[src/design/mctt_regs.svh]
// Register offsets, field positions, reset values and timing counts
`ifndef MCTT_REGS_SVH
`define MCTT_REGS_SVH

// ****************************************
// Register offsets (byte addresses)
// ****************************************
`define MCTT_ADDR_W 8
`define MCTT_OFS_MEAS_CFG 8'h00
`define MCTT_OFS_MEAS_RES 8'h04
`define MCTT_OFS_CT_CFG 8'h08
`define MCTT_OFS_CT_DIV 8'h0C
`define MCTT_OFS_CT_CNT 8'h10
`define MCTT_OFS_DOUT_CFG 8'h14
`define MCTT_OFS_TRIG_CFG 8'h18
`define MCTT_OFS_TRIG_CMD 8'h1C

// ****************************************
// Field positions
// ****************************************
`define MCTT_CMD_SW_BIT 0
`define MCTT_CMD_ARM_BIT 1
`define MCTT_CMD_DISARM_BIT 2

// ****************************************
// Reset values
// ****************************************
`define MCTT_MEAS_CFG_RST 32'h0000_0000
`define MCTT_CT_CFG_RST 32'h0000_0000
`define MCTT_CT_DIV_RST 32'h0000_0001
`define MCTT_DOUT_CFG_RST 32'h0000_0000
`define MCTT_TRIG_CFG_RST 32'h0000_0000

// ****************************************
// Timing and scaling
// ****************************************
`define MCTT_SYS_MHZ 125
`define MCTT_REF_MHZ 48
`define MCTT_DIV_MIN 32'h0000_0001
`define MCTT_STREAM_CH 3'h6
`define MCTT_HYST_MV 100
`define MCTT_SPAN_MV 20000
`define MCTT_HYST_CODES ((`MCTT_HYST_MV * (1 << 16)) / `MCTT_SPAN_MV)

`endif

[src/design/mctt_pkg.sv]
// Types shared by the measure counter, counter/timer and trigger logic
package mctt_pkg;

  typedef enum logic [3:0] {
    MS_CONV = 4'h0,
    MS_TACH = 4'h1,
    MS_DIN0 = 4'h2,
    MS_DIN7 = 4'h9,
    MS_CTCLK = 4'hA,
    MS_CTGATE = 4'hB
  } mctt_msrc_e;

  typedef enum logic [1:0] {
    TS_SW = 2'h0,
    TS_DIN = 2'h1,
    TS_THR = 2'h2
  } mctt_tsrc_e;

  typedef enum logic [0:0] {
    TG_IDLE = 1'b0,
    TG_ARMED = 1'b1
  } mctt_tstate_e;

  typedef struct packed {
    logic [13:0] rsvd;
    logic stream_en;
    logic meas_en;
    logic [2:0] rsvd1;
    logic stop_rise;
    logic [3:0] stop_src;
    logic [2:0] rsvd2;
    logic start_rise;
    logic [3:0] start_src;
  } mctt_mcfg_s;

  typedef struct packed {
    logic [21:0] rsvd;
    logic sw_gate;
    logic [2:0] gate_sel;
    logic gate_ext;
    logic [2:0] clk_sel;
    logic clk_ext;
    logic enable;
  } mctt_ctcfg_s;

  typedef struct packed {
    logic [15:0] level;
    logic [7:0] rsvd;
    logic [1:0] ain_sel;
    logic rise;
    logic [2:0] din_sel;
    logic [1:0] src;
  } mctt_tcfg_s;

endpackage

[src/design/mctt_edge.sv]
// Edge detector with selectable polarity, one-cycle pulse
`timescale 1ns/1ns
module mctt_edge (
  input wire logic clk,
  input wire logic rst_n,
  input wire logic lvl,
  input wire logic rise,
  output logic pulse
);
  logic prev_r;

  always_ff @(posedge clk or negedge rst_n) begin
    if (!rst_n) begin
      prev_r <= 1'b0;
    end else begin
      prev_r <= lvl;
    end
  end

  assign pulse = rise ? (lvl & ~prev_r) : (~lvl & prev_r);
endmodule

[src/design/mctt_sync.sv]
// Two-stage synchroniser for pin inputs
`timescale 1ns/1ns
module mctt_sync #(
  parameter int W = 1
) (
  input wire logic clk,
  input wire logic rst_n,
  input wire logic [W-1:0] d,
  output logic [W-1:0] q
);
  logic [W-1:0] meta_r;

  always_ff @(posedge clk or negedge rst_n) begin
    if (!rst_n) begin
      meta_r <= '0;
      q <= '0;
    end else begin
      meta_r <= d;
      q <= meta_r;
    end
  end
endmodule

[src/design/mctt_top.sv]
// Measure counter, general counter/timer and acquisition trigger
// How it works
// RULE_01 - 31-bit count of 48 MHz reference ticks
// RULE_02 - Start/stop sources selectable, polarity each
// RULE_03 - Stream sample lands at channel six
// RULE_04 - One 32-bit counter, divider 2 to 2^32
// RULE_05 - Counter clock internal or DIN, gate selectable
// RULE_06 - Counter output routable to outputs 11-18
// RULE_07 - Trigger from software, DIN or threshold
// RULE_08 - Digital trigger is edge, polarity selectable
// RULE_09 - Threshold crossing with 100 mV hysteresis
// RULE_10 - Acquisition starts within one conversion period
// RULE_11 - Clear on start, latch on stop
`timescale 1ns/1ns
`include "mctt_regs.svh"
module mctt_top
  import mctt_pkg::*;
(
  input wire logic SYS_CLK,
  input wire logic RST_N,
  input wire logic [7:0] ADDR,
  input wire logic [31:0] WDATA,
  input wire logic WR,
  input wire logic RD,
  output logic [31:0] RDATA,
  input wire logic [7:0] DIN,
  input wire logic TACH_IN,
  input wire logic CONV_DONE,
  input wire logic SAMPLE_CLK,
  input wire logic ADC_VALID,
  input wire logic [1:0] ADC_CH,
  input wire logic [15:0] ADC_DATA,
  output logic [7:0] DOUT,
  output logic STREAM_VALID,
  output logic [2:0] STREAM_CHAN,
  output logic [31:0] STREAM_DATA,
  output logic ACQ_START,
  output logic ACQ_ARMED
);

  // ****************************************
  // Register file
  // ****************************************
  mctt_mcfg_s mcfg_r;
  mctt_ctcfg_s ctcfg_r;
  mctt_tcfg_s tcfg_r;
  logic [31:0] ct_div_r;
  logic [15:0] dout_cfg_r;
  logic [30:0] meas_cnt_r;
  logic [30:0] meas_res_r;
  logic meas_run_r;
  logic [31:0] ct_cnt_r;
  logic cmd_wr;
  logic sw_trig;
  logic arm_cmd;
  logic disarm_cmd;

  assign cmd_wr = WR && (ADDR == `MCTT_OFS_TRIG_CMD);
  assign sw_trig = cmd_wr && WDATA[`MCTT_CMD_SW_BIT];
  assign arm_cmd = cmd_wr && WDATA[`MCTT_CMD_ARM_BIT];
  assign disarm_cmd = cmd_wr && WDATA[`MCTT_CMD_DISARM_BIT];

  always_ff @(posedge SYS_CLK or negedge RST_N) begin
    if (!RST_N) begin
      mcfg_r <= `MCTT_MEAS_CFG_RST;
      ctcfg_r <= `MCTT_CT_CFG_RST;
      tcfg_r <= `MCTT_TRIG_CFG_RST;
      ct_div_r <= `MCTT_CT_DIV_RST;
      dout_cfg_r <= 16'h0000;
    end else if (WR) begin
      case (ADDR)
        `MCTT_OFS_MEAS_CFG: mcfg_r <= WDATA;
        `MCTT_OFS_CT_CFG: ctcfg_r <= WDATA;
        `MCTT_OFS_TRIG_CFG: tcfg_r <= WDATA;
        // Stored as divisor minus one; zero would mean divide by one
        `MCTT_OFS_CT_DIV: ct_div_r <= (WDATA < `MCTT_DIV_MIN) ? `MCTT_DIV_MIN : WDATA; // RULE_04
        `MCTT_OFS_DOUT_CFG: dout_cfg_r <= WDATA[15:0];
        default: ;
      endcase
    end
  end

  always_ff @(posedge SYS_CLK or negedge RST_N) begin
    if (!RST_N) begin
      RDATA <= 32'h0000_0000;
    end else if (RD) begin
      case (ADDR)
        `MCTT_OFS_MEAS_CFG: RDATA <= mcfg_r;
        `MCTT_OFS_MEAS_RES: RDATA <= {meas_run_r, meas_res_r};
        `MCTT_OFS_CT_CFG: RDATA <= ctcfg_r;
        `MCTT_OFS_CT_DIV: RDATA <= ct_div_r;
        `MCTT_OFS_CT_CNT: RDATA <= ct_cnt_r;
        `MCTT_OFS_DOUT_CFG: RDATA <= {16'h0000, dout_cfg_r};
        `MCTT_OFS_TRIG_CFG: RDATA <= tcfg_r;
        `MCTT_OFS_TRIG_CMD: RDATA <= {31'h0000_0000, ACQ_ARMED};
        default: RDATA <= 32'h0000_0000;
      endcase
    end else begin
      RDATA <= 32'h0000_0000;
    end
  end

  // ****************************************
  // Pin synchronisers and 48 MHz reference
  // ****************************************
  logic [7:0] din_s;
  logic tach_s;
  logic [6:0] ref_acc_r;
  logic [7:0] ref_sum;
  logic ref_tick;

  mctt_sync #(.W(9)) u_sync (
    .clk(SYS_CLK),
    .rst_n(RST_N),
    .d({TACH_IN, DIN}),
    .q({tach_s, din_s})
  );

  // Fractional accumulator: 48 ticks per 125 system cycles, jitter one cycle
  assign ref_sum = {1'b0, ref_acc_r} + 8'(`MCTT_REF_MHZ);
  assign ref_tick = ref_sum >= 8'(`MCTT_SYS_MHZ);

  always_ff @(posedge SYS_CLK or negedge RST_N) begin
    if (!RST_N) begin
      ref_acc_r <= 7'h00;
    end else begin
      ref_acc_r <= ref_tick ? 7'(ref_sum - 8'(`MCTT_SYS_MHZ)) : ref_sum[6:0]; // RULE_01
    end
  end

  // ****************************************
  // Measure counter
  // ****************************************
  logic ct_clk_lvl;
  logic ct_gate_lvl;
  logic start_lvl;
  logic stop_lvl;
  logic start_p;
  logic stop_p;

  assign ct_clk_lvl = din_s[ctcfg_r.clk_sel];
  assign ct_gate_lvl = din_s[ctcfg_r.gate_sel];

  function automatic logic src_level(input logic [3:0] s, input logic conv, input logic tach,
                                     input logic [7:0] din, input logic ck, input logic gt);
    logic r;
    r = 1'b0;
    case (s)
      MS_CONV: r = conv;
      MS_TACH: r = tach;
      MS_CTCLK: r = ck;
      MS_CTGATE: r = gt;
      default: r = (s >= MS_DIN0 && s <= MS_DIN7) ? din[3'(s - MS_DIN0)] : 1'b0;
    endcase
    return r;
  endfunction

  assign start_lvl = src_level(mcfg_r.start_src, CONV_DONE, tach_s, din_s, ct_clk_lvl, ct_gate_lvl); // RULE_02
  assign stop_lvl = src_level(mcfg_r.stop_src, CONV_DONE, tach_s, din_s, ct_clk_lvl, ct_gate_lvl); // RULE_02

  mctt_edge u_start_edge (
    .clk(SYS_CLK),
    .rst_n(RST_N),
    .lvl(start_lvl),
    .rise(mcfg_r.start_rise),
    .pulse(start_p)
  );

  mctt_edge u_stop_edge (
    .clk(SYS_CLK),
    .rst_n(RST_N),
    .lvl(stop_lvl),
    .rise(mcfg_r.stop_rise),
    .pulse(stop_p)
  );

  // Stop is taken first, so one source can end a period and open the next
  always_ff @(posedge SYS_CLK or negedge RST_N) begin
    if (!RST_N) begin
      meas_cnt_r <= 31'h0000_0000;
      meas_res_r <= 31'h0000_0000;
      meas_run_r <= 1'b0;
    end else if (!mcfg_r.meas_en) begin
      meas_run_r <= 1'b0;
    end else begin
      if (stop_p && meas_run_r) begin
        meas_res_r <= meas_cnt_r; // RULE_11
      end
      if (start_p) begin
        meas_cnt_r <= 31'h0000_0000; // RULE_11
        meas_run_r <= 1'b1;
      end else if (stop_p && meas_run_r) begin
        meas_run_r <= 1'b0;
      end else if (meas_run_r && ref_tick) begin
        meas_cnt_r <= meas_cnt_r + 31'h0000_0001; // RULE_01
      end
    end
  end

  always_ff @(posedge SYS_CLK or negedge RST_N) begin
    if (!RST_N) begin
      STREAM_VALID <= 1'b0;
      STREAM_CHAN <= 3'h0;
      STREAM_DATA <= 32'h0000_0000;
    end else begin
      STREAM_VALID <= SAMPLE_CLK && mcfg_r.stream_en;
      if (SAMPLE_CLK && mcfg_r.stream_en) begin
        STREAM_CHAN <= `MCTT_STREAM_CH; // RULE_03
        STREAM_DATA <= {1'b0, meas_res_r}; // RULE_03
      end
    end
  end

  // ****************************************
  // General counter/timer
  // ****************************************
  logic ct_ext_p;
  logic ct_tick;
  logic ct_gate;
  logic [32:0] ct_half;
  logic [31:0] ct_cnt_nxt;
  logic ct_out_r;

  mctt_edge u_ct_clk_edge (
    .clk(SYS_CLK),
    .rst_n(RST_N),
    .lvl(ct_clk_lvl),
    .rise(1'b1),
    .pulse(ct_ext_p)
  );

  assign ct_tick = ctcfg_r.clk_ext ? ct_ext_p : ref_tick; // RULE_05
  assign ct_gate = ctcfg_r.gate_ext ? ct_gate_lvl : ctcfg_r.sw_gate; // RULE_05
  assign ct_half = ({1'b0, ct_div_r} + 33'h0_0000_0001) >> 1;
  assign ct_cnt_nxt = (ct_cnt_r >= ct_div_r) ? 32'h0000_0000 : ct_cnt_r + 32'h0000_0001; // RULE_04

  // High for the first half of each divided period
  always_ff @(posedge SYS_CLK or negedge RST_N) begin
    if (!RST_N) begin
      ct_cnt_r <= 32'h0000_0000;
      ct_out_r <= 1'b0;
    end else if (!ctcfg_r.enable) begin
      ct_cnt_r <= 32'h0000_0000;
      ct_out_r <= 1'b0;
    end else if (ct_tick && ct_gate) begin
      ct_cnt_r <= ct_cnt_nxt;
      ct_out_r <= {1'b0, ct_cnt_nxt} < ct_half;
    end
  end

  always_ff @(posedge SYS_CLK or negedge RST_N) begin
    if (!RST_N) begin
      DOUT <= 8'h00;
    end else begin
      for (int i = 0; i < 8; i++) begin
        DOUT[i] <= dout_cfg_r[8 + i] ? ct_out_r : dout_cfg_r[i]; // RULE_06
      end
    end
  end

  // ****************************************
  // Acquisition trigger
  // ****************************************
  mctt_tstate_e tstate_r;
  logic trig_din_p;
  logic thr_ready_r;
  logic thr_sel;
  logic signed [16:0] smp;
  logic signed [16:0] lvl;
  logic signed [16:0] hyst;
  logic thr_arm_cond;
  logic thr_hit;
  logic fire;

  mctt_edge u_trig_edge (
    .clk(SYS_CLK),
    .rst_n(RST_N),
    .lvl(din_s[tcfg_r.din_sel]),
    .rise(tcfg_r.rise),
    .pulse(trig_din_p)
  );

  assign thr_sel = ADC_VALID && (ADC_CH == tcfg_r.ain_sel);
  assign smp = {ADC_DATA[15], ADC_DATA};
  assign lvl = {tcfg_r.level[15], tcfg_r.level};
  assign hyst = 17'(`MCTT_HYST_CODES);
  // Must first go past the level by the hysteresis band before a crossing counts
  assign thr_arm_cond = tcfg_r.rise ? (smp < lvl - hyst) : (smp > lvl + hyst); // RULE_09
  assign thr_hit = thr_sel && thr_ready_r && (tcfg_r.rise ? (smp >= lvl) : (smp <= lvl)); // RULE_09

  always_comb begin
    case (tcfg_r.src)
      TS_SW: fire = sw_trig; // RULE_07
      TS_DIN: fire = trig_din_p; // RULE_08
      TS_THR: fire = thr_hit; // RULE_07
      default: fire = 1'b0;
    endcase
  end

  always_ff @(posedge SYS_CLK or negedge RST_N) begin
    if (!RST_N) begin
      thr_ready_r <= 1'b0;
    end else if (thr_sel && thr_arm_cond) begin
      thr_ready_r <= 1'b1; // RULE_09
    end else if (arm_cmd || thr_hit) begin
      thr_ready_r <= 1'b0;
    end
  end

  always_ff @(posedge SYS_CLK or negedge RST_N) begin
    if (!RST_N) begin
      tstate_r <= TG_IDLE;
      ACQ_ARMED <= 1'b0;
      ACQ_START <= 1'b0;
    end else begin
      ACQ_START <= 1'b0;
      case (tstate_r)
        TG_IDLE: begin
          if (arm_cmd) begin
            tstate_r <= TG_ARMED;
            ACQ_ARMED <= 1'b1;
          end
        end
        TG_ARMED: begin
          if (disarm_cmd) begin
            tstate_r <= TG_IDLE;
            ACQ_ARMED <= 1'b0;
          end else if (fire) begin
            tstate_r <= TG_IDLE;
            ACQ_ARMED <= 1'b0;
            ACQ_START <= 1'b1; // RULE_10
          end
        end
        default: begin
          tstate_r <= TG_IDLE;
          ACQ_ARMED <= 1'b0;
        end
      endcase
    end
  end
endmodule

[config.mk]
export PLATFORM = sky130hd
export DESIGN_NAME = mctt_top
export DESIGN_NICKNAME = d
export VERILOG_FILES = /design/src/design/mctt_pkg.sv /design/src/design/mctt_edge.sv /design/src/design/mctt_sync.sv /design/src/design/mctt_top.sv
export VERILOG_INCLUDE_DIRS = /design/src /design/src/design
export SDC_FILE = /design/constraint.sdc
export NUM_CORES = 1
export LEC_CHECK = 0
export BUFFER_PORTS_ARGS = -buffer_cell sky130_fd_sc_hd__buf_2
export CAP_MARGIN = 30
export CORE_AREA = 3 3 264 266
export DETAILED_ROUTE_END_ITERATION = 8
export DIE_AREA = 0 0 267 269
export PLACE_DENSITY_LB_ADDON = 0.3
export SETUP_SLACK_MARGIN = 0.5
export SKIP_CTS_REPAIR_TIMING = 1
export SYNTH_ARGS = -nofsm -noshare
export SYNTH_HDL_FRONTEND = slang
export SYNTH_HIERARCHICAL = 1
export SYNTH_SLANG_ARGS = --single-unit
[constraint.sdc]
create_clock -name SYS_CLK -period 10.75 [get_ports SYS_CLK]
set_input_delay 1.6125 -clock SYS_CLK [delete_from_list [all_inputs] [get_ports SYS_CLK]]
set_output_delay 1.6125 -clock SYS_CLK [all_outputs]
set_load 0.01 [all_outputs]
==> impl_metrics.py <==
metrics = {
    "setup_path": {
        "worstSetupEndpointType": "register",
        "path_depth": 15,
        "crit_path_end": "ct_out_r$_DFFE_PN0P_",
        "arrival_ns": 5.51,
        "cp_num_buf_inv": 1,
        "crit_chain": "ha_1 -> nand4_1 -> nor4_1 -> a221oi_1 -> nand4b_1 -> and2_1 -> buf_4 -> nor2_1 -> ha_1 -> nand4_1 -> nor3_1 -> nand3b_1 -> o31ai_1 -> nor4b_1 -> a2111oi_0",
        "cp_slowest_cell": "nor4_1",
        "max_stage_delay_ns": 0.64,
        "regToRegSetupSlack_ns": 5.66,
        "r2r-start": "ct_cnt_r[17]$_DFFE_PN0P_",
        "cp_max_fo": 25,
        "startpoint_type": "register",
        "startpoint": "ct_cnt_r[17]$_DFFE_PN0P_",
        "r2r_end": "ct_out_r$_DFFE_PN0P_",
        "r2r_cells": 15,
        "cpLargestDelayFamily": "simple AND/OR/NAND/NOR gates",
        "critical_path_class": "reg2reg",
        "worst_ep_required_time_ns": 11.16,
    },
    "power_and_ir_drop": {
        "leakagePower_nw": 10.4,
        "power_density_mw_per_mm2": 139,
        "peakVddDrop_mv": 0.0895,
        "total_power_mw": 3.23,
    },
    "clocking": {
        "cts.path.max_buffers": 3,
        "h-tree-depth": 2,
        "clk_pin_slew_ns": 0.06,
        "tritoncts": "built",
        "cts_sinks": 346,
        "insertion_delay_ns": 0.56,
        "cts_buffers": 41,
        "cts_root_buf": "clkbuf_16",
    },
    "die": {
        "die_height_um": 269,
        "die_w_um": 267,
        "num_io_pins": 152,
        "start_util_pct": 29.9,
        "fp.dieArea_mm2": 0.0718,
        "core-area_mm2": 0.0673,
        "placement_rows": 95,
    },
    "logic_synthesis": {
        "synthesis.area_mm2": 0.0201,
        "synth_area_leaders": "dfrtp_1, mux2_2, ha_1",
        "synth-simple-area-share_pct": 13.8,
        "synth_top_area_share_pct": 42.9,
        "synth_ff_type": "dfrtp_1",
        "synth_area_leader_cell": "dfrtp_1",
        "yosysMostFrequentCell": "dfrtp_1",
        "synthCells": 1889,
        "avgSynthCellArea_um2": 10.7,
        "synthXorXnorAreaFrac_pct": 5.26,
        "ys_ff_latch": 346,
        "yosysSeqAreaShare_pct": 43.0,
        "synth_warnings": 6,
        "yosys.area_share.adder_pct": 7.52,
        "synth_top_family_by_area": "multiplexers",
        "synth_compound_area_share_pct": 12.1,
        "muxShareOfSynthArea_pct": 14.6,
        "synth_edf_count": 0,
        "ys_types": 80,
        "synthTopCellsByCount": "dfrtp_1, mux2_2, nor2_1",
        "async_flop_share_pct": 100,
    },
    "timing": {
        "hold_viol": 0,
        "rsz0062_at_grt": "false",
        "period_needed_ns": 5.09,
        "worstMarginPinSlew_ns": 1.02,
        "finalCritPeriodShare_pct": 47.4,
        "fmax_mhz": 196,
        "setup_viol": 0,
        "skew_ns": 0.0284,
        "maxSlewHeadroom_pct": 31.6,
        "slew_violations": 0,
        "setup_tns_ns": 0,
    },
    "global_route": {
        "antenna_found_initial": 10,
        "grt_pass1_wl_um": 101000,
        "grt_pass1_vias": 15700,
        "grt-ovfl-total": 0,
        "grt_max_degree": 77,
        "grt_usage_pct": 18.4,
    },
    "placed_design": {
        "portBuffers": 149,
        "hpwl_um": 49500,
        "dpl-instance-area_mm2": 0.0217,
        "gp_congestion": 0.899,
    },
    "routing": {
        "drtAntennaViolNets": 0,
        "drc_errors": 0,
        "wl_per_cell_um": 22.9,
        "drt_first_pass_iters": 7,
        "totalWireLength_um": 66400,
        "vias": 15800,
        "via_per_inst": 5.43,
        "dr.first_iter.drc_count": 1494,
    },
    "job": {
        "max_cap_viol_count": 0,
    },
    "layout": {
        "syn_to_final_growth_pct": 15.2,
        "fin_area_mm2": 0.0232,
        "drive_gt1_share_pct": 25.1,
        "num-nets-final": 2192,
    },
    "status": {
        "status": "completed",
    },
    "min_path": {
        "hp-class": "reg2reg",
    },
}
==> cells by family (layout without fill, tap and decap cells) <==
group | after synthesis | count (layout)
other | 2 | 7
AOI/OAI and AO/OA | 348 | 348
adders and majority gates | 121 | 121
muxes | 240 | 240
xor gates and xnor gates | 121 | 121
DFF | 346 | 346
and+or+nand+nor | 530 | 530
buffers and inverters | 181 | 317
==> report_power, final <==
part | switching (mW) | leakage [nW] | total (mW) | internal, mW
Sequential | 0.0414 | 4.72 | 1.38 | 1.34
Combinational | 0.228 | 4.98 | 0.351 | 0.123
Clock | 0.580 | 0.702 | 1.50 | 0.920
==> stage by stage <==
stage	worst slack (ns)	instances	util [%]	hold WS, ns
detailed placement	5.74	2825	32.3	0.336
global placement	5.81	2824	32.2	0.335
floorplan	6.86	1891	-	0.331
finish	5.66	2903	34.5	0.346
global route	5.22	2901	34.5	0.358
CTS	5.77	2898	34.4	0.349
==> final cells by class <==
| class | count | area (um^2) |
|---|---|---|
| fill | 6805 | 44100 |
| multi-input combinational | 1364 | 10700 |
| sequential | 346 | 8660 |
| clock buffer | 53 | 1140 |
| tap | 873 | 1090 |
| timing repair buffer | 173 | 996 |
| clock inverter | 20 | 302 |
| inverter | 71 | 267 |
| antenna | 3 | 7.51 |
==> how the worst min path moves through the flow <==
stage	startpoint	to	cells past startpoint
2_1_floorplan	u_sync/meta_r[0]$_DFF_PN0_	u_sync/q[0]$_DFF_PN0_	0
3_3_place_gp	u_sync/meta_r[4]$_DFF_PN0_	u_sync/q[4]$_DFF_PN0_	0
3_5_place_dp	u_sync/meta_r[4]$_DFF_PN0_	u_sync/q[4]$_DFF_PN0_	0
4_1_cts	u_sync/meta_r[4]$_DFF_PN0_	u_sync/q[4]$_DFF_PN0_	0
5_1_grt	u_sync/meta_r[3]$_DFF_PN0_	u_sync/q[3]$_DFF_PN0_	0
6_report	u_sync/meta_r[7]$_DFF_PN0_	u_sync/q[7]$_DFF_PN0_	0
==> state kept, by name, summed over array words and instances, names as in the netlist, 16 cells and up <==
name / count
ctcfg_r: 32
STREAM_DATA: 31
dout_cfg_r: 16
RDATA: 32
mcfg_r: 32
meas_cnt_r: 31
ct_div_r: 32
ct_cnt_r: 32
tcfg_r: 16
lvl: 16
meas_res_r: 31
==> per-layer routing <==
| metal | global-route usage (%) | share of wire (%) |
|---|---|---|
| met4 | 4.03 | 1.9 |
| met1 | 25.9 | 46 |
| met2 | 29.6 | 46 |
| met3 | 3.43 | 5.9 |
| met5 | 0 | 0.071 |
==> layout by cell type, fill, tap and decap left out, drive strengths merged, types with 69 or more instances in the layout <==
cell	instances
buf	173
nand2	89
dfrtp	345
nand3	70
ha	121
a22oi	85
nor2	127
xnor2	103
a21oi	69
inv	74
mux2	220
No activity file was read; power rests on OpenSTA's default activity.
